--- config.mk ---
export PLATFORM = sky130hd
export DESIGN_NAME = dual_port_ram_user_flat
export DESIGN_NICKNAME = d
export VERILOG_FILES = /design/src/verilog/ram_pkg.sv /design/src/verilog/ram_link_if.sv /design/src/verilog/dual_port_ram_user.sv /design/src/flat_wrapper.sv
export VERILOG_INCLUDE_DIRS = /design/src /design/src/verilog
export SDC_FILE = /design/constraint.sdc
export NUM_CORES = 1
export LEC_CHECK = 0
export BUFFER_PORTS_ARGS = -buffer_cell sky130_fd_sc_hd__buf_2
export CORE_UTILIZATION = 35
export CTS_CLUSTER_DIAMETER = 100
export CTS_CLUSTER_SIZE = 30
export DETAILED_ROUTE_END_ITERATION = 8
export GPL_TIMING_DRIVEN = 1
export PLACE_DENSITY = 0.56
export RECOVER_POWER = 100
export SLEW_MARGIN = 10
export SYNTH_ARGS = -nofsm -noshare
export SYNTH_HDL_FRONTEND = slang
export SYNTH_SLANG_ARGS = --single-unit
--- constraint.sdc ---
create_clock -name clock -period 3.7 [get_ports clock]
set_input_delay 0 -clock clock [delete_from_list [all_inputs] [get_ports clock]]
set_output_delay 0 -clock clock [all_outputs]
set_load 0.02 [all_outputs]
--- src/verilog/ram_params.svh ---
`ifndef RAM_PARAMS_SVH
`define RAM_PARAMS_SVH

`define RAM_ADDR_W 12
`define RAM_DATA_W 9
`define RAM_WORDS 512
`define RAM_WORD_W 9
`define RAM_SHIFT_W 4
`define RAM_CNT_W 4
`define RAM_DIV 4
`define RAM_RST_SLOT 4'h1

`define RAM_ORG_4KX1 2'h0
`define RAM_ORG_2KX2 2'h1
`define RAM_ORG_1KX4 2'h2
`define RAM_ORG_512X9 2'h3

`define RAM_LOC_MASK_4K 12'hFFF
`define RAM_LOC_MASK_2K 12'h7FF
`define RAM_LOC_MASK_1K 12'h3FF
`define RAM_LOC_MASK_512 12'h1FF

`define RAM_LANE_X1 9'h001
`define RAM_LANE_X2 9'h003
`define RAM_LANE_X4 9'h00F
`define RAM_LANE_X9 9'h1FF

`endif

--- src/verilog/ram_pkg.sv ---
`default_nettype none
`include "ram_params.svh"

package ram_pkg;

  typedef enum logic [1:0] {
    ORG_4KX1 = `RAM_ORG_4KX1,
    ORG_2KX2 = `RAM_ORG_2KX2,
    ORG_1KX4 = `RAM_ORG_1KX4,
    ORG_512X9 = `RAM_ORG_512X9
  } org_t;

  typedef struct packed {
    logic [`RAM_DATA_W-1:0] dout;
    logic [`RAM_DATA_W-1:0] stage;
  } out_hold_t;

  typedef struct packed {
    out_hold_t [1:0] port;
  } core_state_t;

  typedef struct packed {
    logic idle;
    logic wr;
    logic [`RAM_ADDR_W-1:0] loc;
    logic [`RAM_DATA_W-1:0] wdat;
    logic clk;
    logic sel_n;
    logic wr_n;
    logic pipe;
    logic pass;
    logic [1:0] width;
    logic [`RAM_ADDR_W-1:0] l_loc;
    logic [`RAM_DATA_W-1:0] l_wdat;
    logic [1:0] back;
    logic [`RAM_DATA_W-1:0] rdata;
    logic rvalid;
  } user_port_t;

  typedef struct packed {
    logic [`RAM_CNT_W-1:0] cnt;
    org_t width;
    logic ram_rst_n;
    user_port_t [1:0] port;
  } user_state_t;

endpackage : ram_pkg

`default_nettype wire

--- src/verilog/ram_link_if.sv ---
`timescale 1ns/1ps
`default_nettype none
`include "ram_params.svh"

interface ram_link_if;
  logic ram_reset_n;
  logic port_a_clock;
  logic port_a_select_n;
  logic port_a_write_n;
  logic port_a_registered_read;
  logic port_a_write_passthrough;
  logic [1:0] port_a_width_select;
  logic [`RAM_ADDR_W-1:0] port_a_location;
  logic [`RAM_DATA_W-1:0] port_a_write_data;
  logic [`RAM_DATA_W-1:0] port_a_read_data;
  logic port_b_clock;
  logic port_b_select_n;
  logic port_b_write_n;
  logic port_b_registered_read;
  logic port_b_write_passthrough;
  logic [1:0] port_b_width_select;
  logic [`RAM_ADDR_W-1:0] port_b_location;
  logic [`RAM_DATA_W-1:0] port_b_write_data;
  logic [`RAM_DATA_W-1:0] port_b_read_data;

  modport ram_end (
    input ram_reset_n,
    input port_a_clock, port_a_select_n, port_a_write_n,
    input port_a_registered_read, port_a_write_passthrough,
    input port_a_width_select, port_a_location, port_a_write_data,
    output port_a_read_data,
    input port_b_clock, port_b_select_n, port_b_write_n,
    input port_b_registered_read, port_b_write_passthrough,
    input port_b_width_select, port_b_location, port_b_write_data,
    output port_b_read_data
  );

  modport user_end (
    output ram_reset_n,
    output port_a_clock, port_a_select_n, port_a_write_n,
    output port_a_registered_read, port_a_write_passthrough,
    output port_a_width_select, port_a_location, port_a_write_data,
    input port_a_read_data,
    output port_b_clock, port_b_select_n, port_b_write_n,
    output port_b_registered_read, port_b_write_passthrough,
    output port_b_width_select, port_b_location, port_b_write_data,
    input port_b_read_data
  );
endinterface : ram_link_if

`default_nettype wire

--- src/verilog/dual_port_ram_user.sv ---
`timescale 1ns/1ps
`default_nettype none
`include "ram_params.svh"

module dual_port_ram_user #(
  parameter int DIV = `RAM_DIV
) (
  input wire logic clock,
  input wire logic sys_rst,
  input wire logic [1:0] width_cfg,
  input wire logic [1:0] port_enable,
  input wire logic [1:0] registered_read,
  input wire logic [1:0] write_passthrough,
  input wire logic ram_reset_req,
  input wire logic [1:0] req,
  input wire logic [1:0] write,
  input wire logic [1:0][`RAM_ADDR_W-1:0] location,
  input wire logic [1:0][`RAM_DATA_W-1:0] write_data,
  output logic [1:0] ready,
  output logic [1:0][`RAM_DATA_W-1:0] read_data,
  output logic [1:0] read_valid,
  ram_link_if.user_end link
);
  import ram_pkg::*;

  user_state_t st_r;
  user_state_t st_nxt;
  logic [1:0][`RAM_DATA_W-1:0] link_rd;

  assign link_rd = {link.port_b_read_data, link.port_a_read_data};

  // Upper location bits beyond the configured depth forced to zero
  function automatic logic [`RAM_ADDR_W-1:0] loc_mask(input org_t w);
    case (w)
      ORG_4KX1: loc_mask = `RAM_LOC_MASK_4K;
      ORG_2KX2: loc_mask = `RAM_LOC_MASK_2K;
      ORG_1KX4: loc_mask = `RAM_LOC_MASK_1K;
      ORG_512X9: loc_mask = `RAM_LOC_MASK_512;
      default: loc_mask = `RAM_LOC_MASK_512;
    endcase
  endfunction : loc_mask

  always_comb begin
    logic tick;
    logic [`RAM_ADDR_W-1:0] lm;
    tick = 1'b0;
    lm = loc_mask(st_r.width);
    st_nxt = st_r;
    st_nxt.cnt = (st_r.cnt == `RAM_CNT_W'(DIV - 1)) ?
                 '0 : st_r.cnt + `RAM_CNT_W'(1);
    // Reset moves only in a slot clear of both port edges
    if (st_r.cnt == `RAM_RST_SLOT) begin
      st_nxt.ram_rst_n = !ram_reset_req;
    end
    for (int p = 0; p < 2; p++) begin
      // B strobes half a divider period after A: inverted clock
      tick = (st_r.cnt == ((p == 0) ? '0 : `RAM_CNT_W'(DIV / 2)));
      st_nxt.port[p].clk = tick && port_enable[p];
      st_nxt.port[p].sel_n = 1'b1;
      st_nxt.port[p].pipe = registered_read[p];
      st_nxt.port[p].pass = write_passthrough[p];
      st_nxt.port[p].width = st_r.width;
      st_nxt.port[p].back = {st_r.port[p].back[0], 1'b0};
      st_nxt.port[p].rvalid = st_r.port[p].back[1];
      if (st_r.port[p].back[1]) begin
        st_nxt.port[p].rdata = link_rd[p];
      end
      if (req[p] && st_r.port[p].idle) begin
        st_nxt.port[p].idle = 1'b0;
        st_nxt.port[p].wr = write[p];
        st_nxt.port[p].loc = location[p] & lm;
        st_nxt.port[p].wdat = write_data[p];
      end
      // Requests wait out a held memory reset
      if (tick && !st_r.port[p].idle && st_r.ram_rst_n) begin
        st_nxt.port[p].sel_n = 1'b0;
        st_nxt.port[p].wr_n = !st_r.port[p].wr;
        st_nxt.port[p].l_loc = st_r.port[p].loc;
        st_nxt.port[p].l_wdat = st_r.port[p].wdat;
        st_nxt.port[p].idle = 1'b1;
        st_nxt.port[p].back[0] = !st_r.port[p].wr;
      end
      // Unused port: every input and its clock tied low
      if (!port_enable[p]) begin
        st_nxt.port[p] = '0;
      end
    end
    if (sys_rst) begin
      st_nxt = '0;
      // Organisation caught once, while reset is held
      st_nxt.width = org_t'(width_cfg);
      for (int p = 0; p < 2; p++) begin
        st_nxt.port[p].idle = port_enable[p];
        st_nxt.port[p].sel_n = port_enable[p];
        st_nxt.port[p].wr_n = port_enable[p];
      end
    end
  end

  always_ff @(posedge clock) begin
    st_r <= st_nxt;
  end

  assign ready = {st_r.port[1].idle, st_r.port[0].idle};
  assign read_data = {st_r.port[1].rdata, st_r.port[0].rdata};
  assign read_valid = {st_r.port[1].rvalid, st_r.port[0].rvalid};

  assign link.ram_reset_n = st_r.ram_rst_n;
  assign link.port_a_clock = st_r.port[0].clk;
  assign link.port_a_select_n = st_r.port[0].sel_n;
  assign link.port_a_write_n = st_r.port[0].wr_n;
  assign link.port_a_registered_read = st_r.port[0].pipe;
  assign link.port_a_write_passthrough = st_r.port[0].pass;
  assign link.port_a_width_select = st_r.port[0].width;
  assign link.port_a_location = st_r.port[0].l_loc;
  assign link.port_a_write_data = st_r.port[0].l_wdat;
  assign link.port_b_clock = st_r.port[1].clk;
  assign link.port_b_select_n = st_r.port[1].sel_n;
  assign link.port_b_write_n = st_r.port[1].wr_n;
  assign link.port_b_registered_read = st_r.port[1].pipe;
  assign link.port_b_write_passthrough = st_r.port[1].pass;
  assign link.port_b_width_select = st_r.port[1].width;
  assign link.port_b_location = st_r.port[1].l_loc;
  assign link.port_b_write_data = st_r.port[1].l_wdat;

endmodule : dual_port_ram_user

`default_nettype wire

--- src/flat_wrapper.sv ---
// flat-port wrapper written by rule: the top's interface ports become plain ports
module dual_port_ram_user_flat import ram_pkg::*;
#(
  parameter int DIV = `RAM_DIV
)
  (clock, sys_rst, width_cfg, port_enable, registered_read, write_passthrough, ram_reset_req, req, write, location, write_data, ready, read_data, read_valid, link_ram_reset_n, link_port_a_clock, link_port_a_select_n, link_port_a_write_n, link_port_a_registered_read, link_port_a_write_passthrough, link_port_a_width_select, link_port_a_location, link_port_a_write_data, link_port_a_read_data, link_port_b_clock, link_port_b_select_n, link_port_b_write_n, link_port_b_registered_read, link_port_b_write_passthrough, link_port_b_width_select, link_port_b_location, link_port_b_write_data, link_port_b_read_data);
  ram_link_if link_i ();
  input wire logic clock;
  input wire logic sys_rst;
  input wire logic [1:0] width_cfg;
  input wire logic [1:0] port_enable;
  input wire logic [1:0] registered_read;
  input wire logic [1:0] write_passthrough;
  input wire logic ram_reset_req;
  input wire logic [1:0] req;
  input wire logic [1:0] write;
  input wire logic [1:0][`RAM_ADDR_W-1:0] location;
  input wire logic [1:0][`RAM_DATA_W-1:0] write_data;
  output logic [1:0] ready;
  output logic [1:0][`RAM_DATA_W-1:0] read_data;
  output logic [1:0] read_valid;
  output wire logic [$bits(link_i.ram_reset_n)-1:0] link_ram_reset_n;
  output wire logic [$bits(link_i.port_a_clock)-1:0] link_port_a_clock;
  output wire logic [$bits(link_i.port_a_select_n)-1:0] link_port_a_select_n;
  output wire logic [$bits(link_i.port_a_write_n)-1:0] link_port_a_write_n;
  output wire logic [$bits(link_i.port_a_registered_read)-1:0] link_port_a_registered_read;
  output wire logic [$bits(link_i.port_a_write_passthrough)-1:0] link_port_a_write_passthrough;
  output wire logic [$bits(link_i.port_a_width_select)-1:0] link_port_a_width_select;
  output wire logic [$bits(link_i.port_a_location)-1:0] link_port_a_location;
  output wire logic [$bits(link_i.port_a_write_data)-1:0] link_port_a_write_data;
  input wire logic [$bits(link_i.port_a_read_data)-1:0] link_port_a_read_data;
  output wire logic [$bits(link_i.port_b_clock)-1:0] link_port_b_clock;
  output wire logic [$bits(link_i.port_b_select_n)-1:0] link_port_b_select_n;
  output wire logic [$bits(link_i.port_b_write_n)-1:0] link_port_b_write_n;
  output wire logic [$bits(link_i.port_b_registered_read)-1:0] link_port_b_registered_read;
  output wire logic [$bits(link_i.port_b_write_passthrough)-1:0] link_port_b_write_passthrough;
  output wire logic [$bits(link_i.port_b_width_select)-1:0] link_port_b_width_select;
  output wire logic [$bits(link_i.port_b_location)-1:0] link_port_b_location;
  output wire logic [$bits(link_i.port_b_write_data)-1:0] link_port_b_write_data;
  input wire logic [$bits(link_i.port_b_read_data)-1:0] link_port_b_read_data;
  assign link_ram_reset_n = link_i.ram_reset_n;
  assign link_port_a_clock = link_i.port_a_clock;
  assign link_port_a_select_n = link_i.port_a_select_n;
  assign link_port_a_write_n = link_i.port_a_write_n;
  assign link_port_a_registered_read = link_i.port_a_registered_read;
  assign link_port_a_write_passthrough = link_i.port_a_write_passthrough;
  assign link_port_a_width_select = link_i.port_a_width_select;
  assign link_port_a_location = link_i.port_a_location;
  assign link_port_a_write_data = link_i.port_a_write_data;
  assign link_i.port_a_read_data = link_port_a_read_data;
  assign link_port_b_clock = link_i.port_b_clock;
  assign link_port_b_select_n = link_i.port_b_select_n;
  assign link_port_b_write_n = link_i.port_b_write_n;
  assign link_port_b_registered_read = link_i.port_b_registered_read;
  assign link_port_b_write_passthrough = link_i.port_b_write_passthrough;
  assign link_port_b_width_select = link_i.port_b_width_select;
  assign link_port_b_location = link_i.port_b_location;
  assign link_port_b_write_data = link_i.port_b_write_data;
  assign link_i.port_b_read_data = link_port_b_read_data;
  dual_port_ram_user #(.DIV(DIV)) u_core (.clock(clock), .sys_rst(sys_rst), .width_cfg(width_cfg), .port_enable(port_enable), .registered_read(registered_read), .write_passthrough(write_passthrough), .ram_reset_req(ram_reset_req), .req(req), .write(write), .location(location), .write_data(write_data), .ready(ready), .read_data(read_data), .read_valid(read_valid), .link(link_i));
endmodule
== After elaboration in Yosys (flattened, before gate mapping) ==
Cells that the tools add are included.
Storage, ports and cells
  flip-flop bits (word level): 133
  input port bits: 75
Cells by class
  equality and inequality tests: 10
  add/subtract/negate cells: 1
  reductions and logical operators: 20
  mux-type cells: 16
  bitwise operators: 6
Operators with widths (number)
  $mux W126: 1
  $mux W63: 2
  $pmux W12 S4: 1
  $mux W23: 2
  $mux W21: 2
  $and A12 B12 Y12: 2
  $mux W9: 2
  $eq A4 B2 Y1 const B: 2
  $logic_and A1 B1 Y1: 8
  $ne A4 B2 Y1 const B: 2
  $ne A3 B2 Y1 const B: 2
  $reduce_or A2 Y1: 3
  $reduce_or A3 Y1: 2
  $logic_not A1 Y1: 5
  $add A4 B1 Y4 const B: 1
  $eq A2 B2 Y1 const B: 2
  $eq A4 B1 Y1 const B: 1
  $logic_not A4 Y1: 1
  $mux W1: 4
  $mux W2: 2
  $not A1 Y1: 4
  $eq A2 B1 Y1 const B: 1
  $logic_not A2 Y1: 1

== Logic depth before layout (Yosys ltp) ==
Gate-level depths: netlist of the first run.
  depth after elaboration: 7
  depth in mapped cells: 7
  mapped depth without buffers: 5

== Worst setup path after synthesis of the first run ==
Ideal clock, no wire load.
  path kind: register to register
  start point: register u_core.st_r[129] (netlist bit)
  end point: register u_core.st_r (netlist bit u_core.link.port_a_location[10])
  cell stages (with the launch flop): 7
  library setup time: 0.132 ns
  arrival time: 1.335 ns
  slack: 2.233 ns
  required time: 3.568 ns
  cell sequence: dfxtp_1 > inv_1 > ha_1 > or3b_1 > clkbuf_1 > o21ai_0 > a21oi_1
Between the ends
  longest elaborated chain between the ends: 3
RTL lines
  from (decl): RTL line dual_port_ram_user.sv:26  | user_state_t st_r;
  from (signal assigned): RTL line dual_port_ram_user.sv:101  | st_r <= st_nxt;
  $logic_not A4 Y1: RTL line dual_port_ram_user.sv:57  | tick = (st_r.cnt == ((p == 0) ? '0 : `RAM_CNT_W'(DIV / 2)));
  $logic_and A1 B1 Y1 (2 in a row): RTL line dual_port_ram_user.sv:75  | if (tick && !st_r.port[p].idle && st_r.ram_rst_n) begin
No other way between the ends.
A chain may end at the register's enable or synchronous reset.

== Worst setup path in the final report of the first run ==
  start point: input port sys_rst
  end point: register u_core.st_r (netlist bit u_core.read_data[5])
Between the ends
  longest elaborated chain between the ends: 1
RTL lines
  from (decl): RTL line flat_wrapper.sv:9  | input wire logic sys_rst;
  $reduce_or A2 Y1 (no line)
No other way between the ends.

==> results of run 1 <==
-- metal layers --
metal | share of wire, % | wire length (um)
met1 | 44 | 5877
met2 | 49 | 6585
met3 | 4.8 | 643
met4 | 2.4 | 321
met5 | 0 | 0
-- worst max-delay path, stage by stage --
cell and delay [ns]:
dlygate4sd3_1 0.52, clkbuf_1 0.62, nand2b_1 1.59, nor2_1 0.13
-- placed cells by master, fill, tap and decap left out, drive strengths merged --
master | synthesis | routed
nand2 | 90 | 90
a311oi | 1 | 1
nand2b | 3 | 3
dlygate4sd3 | 0 | 72
mux2i | 18 | 18
inv | 3 | 3
mux2 | 1 | 1
buf | 75 | 76
bufinv | 0 | 1
dfxtp | 127 | 127
nor2b | 5 | 5
nor3b | 1 | 1
a21oi | 90 | 90
clkbuf | 33 | 108
nand3b | 2 | 2
nor4b | 1 | 1
nor3 | 4 | 4
edfxtp | 6 | 6
nor2 | 23 | 23
xor2 | 1 | 1
or4b | 1 | 1
and2 | 16 | 16
and3 | 1 | 1
o21a | 4 | 4
clkinv | 0 | 4
nand3 | 49 | 49
o21ai | 42 | 42
ha | 4 | 4
or3b | 1 | 1
-- kinds of logic after synthesis --
kind of cell	count (synthesis)
buf+inv	111
mux	19
fa+ha+maj	4
xor+xnor	1
compound gates	137
flops	133
simple gates	197
-- state kept, by name, indices dropped and copies added (netlist names), 2 cells and up --
signal and count:
u_core.read_data 18, u_core.read_valid 2, u_core.st_r 54, u_core.link.port_b_width_select 2
u_core.ready 2, u_core.link.port_b_write_data 9, u_core.link.port_a_write_data 9, u_core.link.port_a_width_select 2
u_core.link.port_a_location 12, u_core.link.port_b_location 12
-- area by class of cell --
cell class	count	area, um^2
Clock buffer	27	483.0
Clock inverter	5	50.05
Fill cell	1426	7825
Inverter	3	11.26
Sequential cell	133	2723
Multi-Input combinational cell	358	1854
Timing Repair Buffer	229	1413
Tap cell	184	230.2
-- final timing paths --
path	from	cells past startpoint	slack (ns)	end
hold reg to reg	u_core.st_r[10]$_SDFF_PP0_	1	0.43	u_core.st_r[11]$_SDFF_PP0_
setup reg to reg	u_core.ready[1]$_DFFE_PP_	4	1.37	u_core.ready[1]$_DFFE_PP_
hold / removal	write_passthrough[1]	3	0.33	u_core.link.port_b_write_passthrough$_SDFF_PP0_
setup / recovery	sys_rst	4	1.01	u_core.read_data[5]$_SDFFE_PP0P_
-- synthesized netlist by cell type --
cell type,n
dfxtp_1,127
a21oi_1,90
nand2_1,90
buf_4,68
nand3_1,49
clkbuf_1,33
o21ai_1,26
nor2_1,23
mux2i_1,18
o21ai_0,16
and2_1,14
edfxtp_1,6
nor2b_1,5
buf_2,4
ha_1,4
nor3_1,4
o21a_1,4
buf_1,3
inv_1,3
nand2b_1,3
and2_0,2
nand3b_1,2
a311oi_1,1
and3_1,1
mux2_2,1
nor3b_2,1
nor4b_2,1
or3b_1,1
or4b_4,1
xor2_1,1
-- through the flow --
| stage | util (%) | hold slack, ns | instance area, um^2 |
|---|---|---|---|
| 6_report | 46.36 | 0.3314 | 6764 |
| 5_1_grt | 46.36 | 0.3373 | 6764 |
| 4_1_cts | 47.21 | 0.3037 | 6888 |
| 3_5_place_dp | 38.62 | 0.1782 | 5634 |
| 3_3_place_gp | 38.62 | 0.1802 | 5634 |
| 2_1_floorplan | - | 0.09887 | 5260 |
-- repair_timing --
item                      in CTS  in global routing
buffers inserted               0                  0
hold buffers                  72                  0
hold endpoints to repair      78                  0
-- power by group through the flow --
stage	registers [mW]	clock network, mW	logic (mW)
6_report	1.49	1.52	0.307
5_1_grt	1.49	1.62	0.340
4_1_cts	1.49	1.56	0.314
3_5_place_dp	1.52	0	0.255
3_3_place_gp	1.52	0	0.250
2_1_floorplan	1.52	0	0.150
==> run metrics, run 1 <==
Vias 4485; first-pass GRT wire length 21.58 mm; Die Area 0.01552 mm^2; Worst VDD drop 0.3166 mV; simple-gate share of the synthesized area 17.32%; M2 GR Usage 29.67%; Initial Util 36.05%; Detail Placement HPWL 8.329 mm; Site Rows 44; Design Power 3.314 mW; switching share of power 23.24%; Comb pwr share 9.3%; element type at the critical path start input port; DRC Markers 0; clock power share 45.8%; violated checks max-capacitance violations, max-slew violations; final setup fails 0; wire length per cell 14.30 um; Root Buffer clkbuf_16; # placed instances 835; Achievable Freq 371.7 MHz; Psw 770.2 uW; drt total wl 13.43 mm; Worst Hold Class in -> reg; TritonRoute pass-1 iters 5; met3 Track Usage GR 4.296%; clk_skew 0.006411 ns; Crit. End Element register; Top Ports 154; nets 821; crit path max fanout 54; syn nets 681; # port buffers 153; CP Data Required Time 3.91 ns; fraction of layout cells with a size suffix above 1 13.64%; measured slew at the worst slew-check pin 2.057 ns; CTS Buf Count 17; Detail Route Antenna Nets 0; main combinational cell family by area after synthesis simple AND/OR/NAND/NOR gates; worst path arrival time 2.90 ns; drt via density 4.776; fin cells 939; clk_lat worst skew 0.41 ns; status complete, but fails checks; initial antenna violation count 0; Area contributors post-synth dfxtp_1 48%, buf_4 9.7%, a21oi_1 8.6%; synthesized-area fraction occupied by adder cells 0.9515%; Synth area leader dfxtp_1; Cell Int Power 2.544 mW; fin worst setup slack 1.009 ns; Distinct cells, synth 30; post-synthesis compound-gate area fraction 13.30%; final period utilization 72.72%; all-layer global routing usage 17.59%; Synth Cell Area 0.005260 mm^2; Post-Synthesis Cells 602; met1 Use GR 20.63%; die height 124.6 um; RSZ-0062 raised after global routing no; Layout area overhead 28.59%; flop and latch count out of synthesis 133; Final min period 2.691 ns; largest net degree at the start of global routing 55; CTS clk-pin slew, worst paths 0.05 ns; Placer Congestion 0.7514; area of the core 0.01459 mm^2; 1st-iter DRT viols 218; CTS tree done; Seq/Total Area, Yosys 51.76%; Yosys warnings 0; Pleak 2.398 nW; post-CTS sizing 0; Sequential Power Share 44.9%; Slew Limit Fails 109; post-synthesis mux area share 3.639%; vias in the first global route 4499; top cell type's share of synthesized area 48.33%; DIE WIDTH 124.6 um; GRT overflow 0; Hold Fails Final Rpt 0; CTS Buffer Depth 2; H-tree depth 4; number of clock sinks 133; critical path type in -> reg; Ant. Diodes 0; busiest grt layer met2; total negative slack 0 ns; XOR/XNOR Fraction of Synth Area 0.1665%; worst slack at placement 1.646 ns; Avg Synthesized Cell Area 8.738 um^2; Slew headroom -37.12%; maxcap violations 2; PD cells 490.0 mW/mm^2
Power figures use the tool's default switching activity.
==> inputs of run 2 (changes only) <==
Settings changed: PLACE_DENSITY 0.56 to 0.58.
Clock period 3.7 ns to 2.4 ns, I/O delays scaled along.
==> run 2 against run 1 <==
- the run now ends clean
- critical path type is now reg -> reg
- combinational power up 59%
- total power grew 65%
- clock power up 76%
- largest cell class unchanged
- worst setup slack worse by 0.56 ns
- worst hold slack lost 0.20 ns
- via count shrank 0.60%
- first-iteration DRC count rose by 20%
- highest routed layer unchanged
- routed wire length down 2.0%
- flip-flop and latch count did not move
- utilization increased by 1.2 points
==> run metrics, run 2 (same netlist as run 1, synthesis figures left out) <==
status complete, no violations (was complete, but fails checks); final setup fails 0 (unchanged); Crit. End Element register (unchanged); # placed instances 843 (was 835); Worst Hold Class in -> reg (unchanged); Vias 4458 (was 4485); CTS clk-pin slew, worst paths 0.06 ns (was 0.05 ns); Pleak 2.482 nW (was 2.398 nW); Achievable Freq 513.3 MHz; RSZ-0062 raised after global routing no (unchanged); Placer Congestion 0.7247 (was 0.7514); Hold Fails Final Rpt 0 (unchanged); maxcap violations 0 (was 2); CTS tree done (unchanged); fin cells 948 (was 939); Core Util, Final 47.54% (was 46.36%); most frequent cells in the layout 127 x dfxtp_1, 90 x nand2_1, 90 x a21oi_1 (unchanged); Design Power 5.460 mW (was 3.314 mW); FF-to-FF path depth 3 (was 4); most common cell after layout, fill and taps aside dfxtp_1 (unchanged); number of clock sinks 133 (unchanged); Detail Route Antenna Nets 0 (unchanged); DRC Markers 0 (unchanged); Final min period 1.948 ns; DIE WIDTH 124.6 um (unchanged); all-layer global routing usage 17.08% (was 17.59%); Ant. Diodes 0 (unchanged); critical path type reg -> reg (was in -> reg); final period utilization 81.17%; Initial Util 36.05% (unchanged); largest register by flop count u_core.st_r (unchanged); Met1 Wirelength 5.873 mm (was 5.877 mm); met2 WL 6.271 mm (was 6.585 mm); hold_ws 0.1264 ns (was 0.3314 ns); Detail Placement HPWL 8.170 mm (was 8.329 mm); area of the core 0.01459 mm^2 (unchanged); largest net degree at the start of global routing 55 (unchanged); Die Area 0.01552 mm^2 (unchanged); worst path arrival time 2.22 ns (was 2.90 ns); initial antenna violation count 0 (unchanged); worst slack at placement 0.5070 ns (was 1.646 ns); crit path max fanout 22 (was 54); TritonRoute pass-1 iters 4 (was 5); fraction of layout cells with a size suffix above 1 15.31% (was 13.64%); die height 124.6 um (unchanged); CP cell instances or4b_1 > nor3_1 > o21a_1 (was dlygate4sd3_1 > clkbuf_1 > nand2b_1 > nor2_1); Placed Area 0.005694 mm^2 (was 0.005634 mm^2); GRT overflow 0 (unchanged); drt total wl 13.16 mm (was 13.43 mm); WHS Path Cells 5 (was 3); final instance area 0.006935 mm^2 (was 0.006764 mm^2); fin worst setup slack 0.4520 ns (was 1.009 ns); Site Rows 44 (unchanged); clk_skew 0.01005 ns (was 0.006411 ns); Slowest-stage cell, CP or4b_1 (was nand2b_1); vias in the first global route 4355 (was 4499); Root Buffer clkbuf_16 (unchanged); Layout area overhead 31.85% (was 28.59%); measured slew at the worst slew-check pin 0.8114 ns (was 2.057 ns); postcts setup bufs 0 (unchanged); 1st-iter DRT viols 262 (was 218); CP peak stage delay 0.89 ns (was 1.59 ns); WL met3 700 um (was 643 um); CP Data Required Time 2.68 ns (was 3.91 ns); drt via density 4.703 (was 4.776); # port buffers 153 (unchanged); first-pass GRT wire length 21.18 mm (was 21.58 mm); wire length per cell 13.88 um (was 14.30 um); Slew Limit Fails 0 (was 109); clk_lat worst skew 0.41 ns (about the same); CTS Buffer Depth 2 (unchanged); Worst VDD drop 0.4645 mV (was 0.3166 mV); number of flip-flops in the largest register 54 (unchanged); element type at the critical path start register (was input port); Slew headroom 45.91% (was -37.12%); Top Ports 154 (unchanged); nets 830 (was 821); Top Metal Used met4 (unchanged); CTS Buf Count 17 (unchanged); total negative slack 0 ns (unchanged); H-tree depth 4 (unchanged); PD cells 787.2 mW/mm^2 (was 490.0 mW/mm^2)
-- run 2: changes by cell type in the layout (fill, tap and decap cells not counted), sizes merged --
cell         previous run  this run
dlygate4sd3            72        73
inv                     3         4
bufinv                  1         2
clkinvlp                0         1
clkinv                  4         2
buf                    76        83
-- run 2: where the power goes --
group	internal, mW	total, mW	switching, mW
Clock	1.76	2.68	0.912
Combinational	0.196	0.488	0.292
Sequential	2.27	2.30	0.0286
Total	4.23	5.46	1.23
-- run 2: repair_timing --
| item | 4_1_cts | 5_1_grt |
|---|---|---|
| gates resized for setup | 0 | 0 |
| hold buffers | 73 | 0 |
| hold endpoints to repair | 79 | 0 |
-- run 2: area by class of cell --
class,instances,area (um^2)
inverter,3,11.26
clock inverter,6,83.83
tap,184,230.2
fill,1416,7654
clock buffer,26,541.8
timing repair buffer,238,1480
multi-input combinational,358,1866
sequential,133,2723
-- run 2: critical path, delay by kind of cell, from the launching register on --
family	cells	cell delay [ns]
AND/OR/NAND/NOR	2	1.17
flip-flops	1	0.49
AO/OA/AOI/OAI	1	0.14
-- run 2: layer usage --
layer | up-vias | GRT usage [%]
met4 | 0 | 8.292
met3 | 27 | 4.381
met2 | 143 | 27.85
li1 | 2243 | -
met5 | - | 0
met1 | 2045 | 20.89
-- run 2: worst paths after layout --
check	from	endpoint	slack [ns]
max	u_core.ready[1]$_DFFE_PP_	u_core.link.port_b_write_n$_DFFE_PP_	0.45
min	req[1]	u_core.st_r[114]$_SDFFE_PP0P_	0.13
max reg2reg	u_core.ready[1]$_DFFE_PP_	u_core.link.port_b_write_n$_DFFE_PP_	0.45
min reg2reg	u_core.st_r[10]$_SDFF_PP0_	u_core.st_r[11]$_SDFF_PP0_	0.44
==> inputs of run 3 (changes only) <==
Clock period 2.4 ns to 1.7 ns, I/O delays scaled along.
==> run 3 against run 2 <==
- largest cell class unchanged
- global-route usage rose by 0.11 points
- critical path depth rose by 3
- total power rose by 46%
- utilization rose by 1.0 points
- register-to-register slack got worse by 0.32 ns
- worst hold slack got worse by 0.080 ns
- clock power rose by 48%
- highest routed layer unchanged
- sequential power rose by 40%
- die area did not move
- routed wire length rose by 1.2%
- first-iteration DRC count fell by 15%
- clock skew fell by 0.0019 ns
==> run metrics, run 3 (same netlist as run 1, synthesis figures left out) <==
status complete, no violations (unchanged); postcts setup bufs 0 (unchanged); RSZ-0062 raised after global routing no (unchanged); largest net degree at the start of global routing 55 (unchanged); final period utilization 92.36% (was 81.17%); hold_ws 0.04683 ns (was 0.1264 ns); Crit. Startpoint u_core.st_r[129]$_SDFF_PP0_ (was u_core.ready[1]$_DFFE_PP_); clk_lat worst skew 0.42 ns (was 0.41 ns); first-pass GRT wire length 21.31 mm (was 21.18 mm); CTS tree done (unchanged); Slew Limit Fails 0 (unchanged); 1st-iter DRT viols 223 (was 262); measured slew at the worst slew-check pin 0.5850 ns (was 0.8114 ns); critical path type reg -> reg (unchanged); drt total wl 13.31 mm (was 13.16 mm); Worst Hold Class in -> reg (unchanged); TritonRoute pass-1 iters 5 (was 4); number of clock sinks 133 (unchanged); Vias 4544 (was 4458); clk_skew 0.008143 ns (was 0.01005 ns); # port buffers 153 (unchanged); worst slack at placement 0.1355 ns (was 0.5070 ns); initial antenna violation count 0 (unchanged); fraction of layout cells with a size suffix above 1 16.49% (was 15.31%); most frequent cells in the layout 127 x dfxtp_1, 90 x nand2_1, 90 x a21oi_1 (unchanged); area of the core 0.01459 mm^2 (unchanged); PD cells 1123 mW/mm^2 (was 787.2 mW/mm^2); total negative slack 0 ns (unchanged); nets 842 (was 830); flop-to-flop setup slack 0.13 ns (was 0.45 ns); fin worst setup slack 0.1298 ns (was 0.4520 ns); worst path arrival time 1.74 ns (was 2.22 ns); Fill cells 1426 (was 1416); number of flip-flops in the largest register 54 (unchanged); Root Buffer clkbuf_16 (unchanged); Site Rows 44 (unchanged); DRC Markers 0 (unchanged); most common cell after layout, fill and taps aside dfxtp_1 (unchanged); vias in the first global route 4470 (was 4355); Top Ports 154 (unchanged); Initial Util 36.05% (unchanged); Pleak 2.568 nW (was 2.482 nW); FF-to-FF Start u_core.st_r[129]$_SDFF_PP0_ (was u_core.ready[1]$_DFFE_PP_); Detail Route Antenna Nets 0 (unchanged); CP Data Required Time 1.87 ns (was 2.68 ns); CTS clk-pin slew, worst paths 0.05 ns (was 0.06 ns); element type at the critical path start register (unchanged); Design Power 7.956 mW (was 5.460 mW); GRT overflow 0 (unchanged); Layout area overhead 34.63% (was 31.85%); drt via density 4.733 (was 4.703); CTS Buffer Depth 2 (unchanged); Placer Congestion 0.7432 (was 0.7247); largest register by flop count u_core.st_r (unchanged); Worst VDD drop 0.6642 mV (was 0.4645 mV); Slew headroom 60.95% (was 45.91%); Achievable Freq 636.9 MHz (was 513.3 MHz); H-tree depth 4 (unchanged); die height 124.6 um (unchanged); Die Area 0.01552 mm^2 (unchanged); CTS Buf Count 17 (unchanged); crit path max fanout 23 (was 22); Core Util, Final 48.54% (was 47.54%); Hold Fails Final Rpt 0 (unchanged); maxcap violations 0 (unchanged); DIE WIDTH 124.6 um (unchanged); Final min period 1.570 ns (was 1.948 ns); all-layer global routing usage 17.19% (was 17.08%); HP Start req[0] (was req[1]); Crit. End Element register (unchanged); final setup fails 0 (unchanged); Ant. Diodes 0 (unchanged); wire length per cell 13.86 um (was 13.88 um); Detail Placement HPWL 8.600 mm (was 8.170 mm)
[run 3: changes by cell type in the layout (fill, tap and decap cells not counted), moves of 2 or more]
cell | previous run | this run
and2_0 | 10 | 7
buf_4 | 10 | 12
o21ai_1 | 16 | 21
buf_12 | 0 | 3
clkbuf_1 | 84 | 87
and2_1 | 6 | 9
buf_2 | 73 | 75
o21ai_0 | 26 | 21
[run 3: final cells by class]
| cell class | instances | area [um^2] | share of cell area [%] |
|---|---|---|---|
| clock buffer | 26 | 551.8 | 7.792 |
| timing repair buffer | 250 | 1585 | 22.39 |
| inverter | 3 | 11.26 | 0.1590 |
| clock inverter | 6 | 106.4 | 1.502 |
| multi-input combinational | 358 | 1874 | 26.47 |
| tap | 184 | 230.2 | 3.251 |
| sequential | 133 | 2723 | 38.45 |
[run 3: worst paths after layout]
check | endpoint | cells past startpoint
setup / recovery | u_core.link.port_a_write_n$_DFFE_PP_ | 6
setup reg to reg | u_core.link.port_a_write_n$_DFFE_PP_ | 6
hold reg to reg | u_core.st_r[11]$_SDFF_PP0_ | 1
hold / removal | u_core.st_r[60]$_SDFFE_PP0P_ | 4
[run 3: per-layer routing]
| layer | vias up | GRT usage (%) | wire, um |
|---|---|---|---|
| met4 | 0 | 8.363 | 363 |
| met1 | 2087 | 20.50 | 5756 |
| met3 | 29 | 4.682 | 657 |
| met5 | - | 0 | 0 |
| li1 | 2274 | - | - |
| met2 | 154 | 28.44 | 6532 |
[run 3: repair_timing]
action | 4_1_cts | 5_1_grt
hold buffers | 73 | 0
resized for setup | 0 | 1
endpoints found under the hold margin | 80 | 0
setup endpoints to repair | 0 | 1
[run 3: power breakdown]
part | switching (mW) | leakage [nW] | total, mW | internal [mW]
clock | 1.30 | 0.327 | 3.97 | 2.68
combinational | 0.430 | 1.15 | 0.748 | 0.318
sequential | 0.0323 | 1.09 | 3.23 | 3.20
[run 3: critical path: stages, from the launching register on]
cell and delay (ns):
dfxtp_1 0.38, inv_1 0.10, ha_1 0.21, or3b_1 0.16, buf_4 0.24, nor3_1 0.07
o21a_1 0.17
[run 3: metrics by stage]
| step | std cells | area, um^2 |
|---|---|---|
| global placement | 855 | 5822 |
| global route | 960 | 7082 |
| finish | 960 | 7082 |
| floorplan | 602 | 5260 |
| CTS | 960 | 7211 |
| detailed placement | 855 | 5822 |
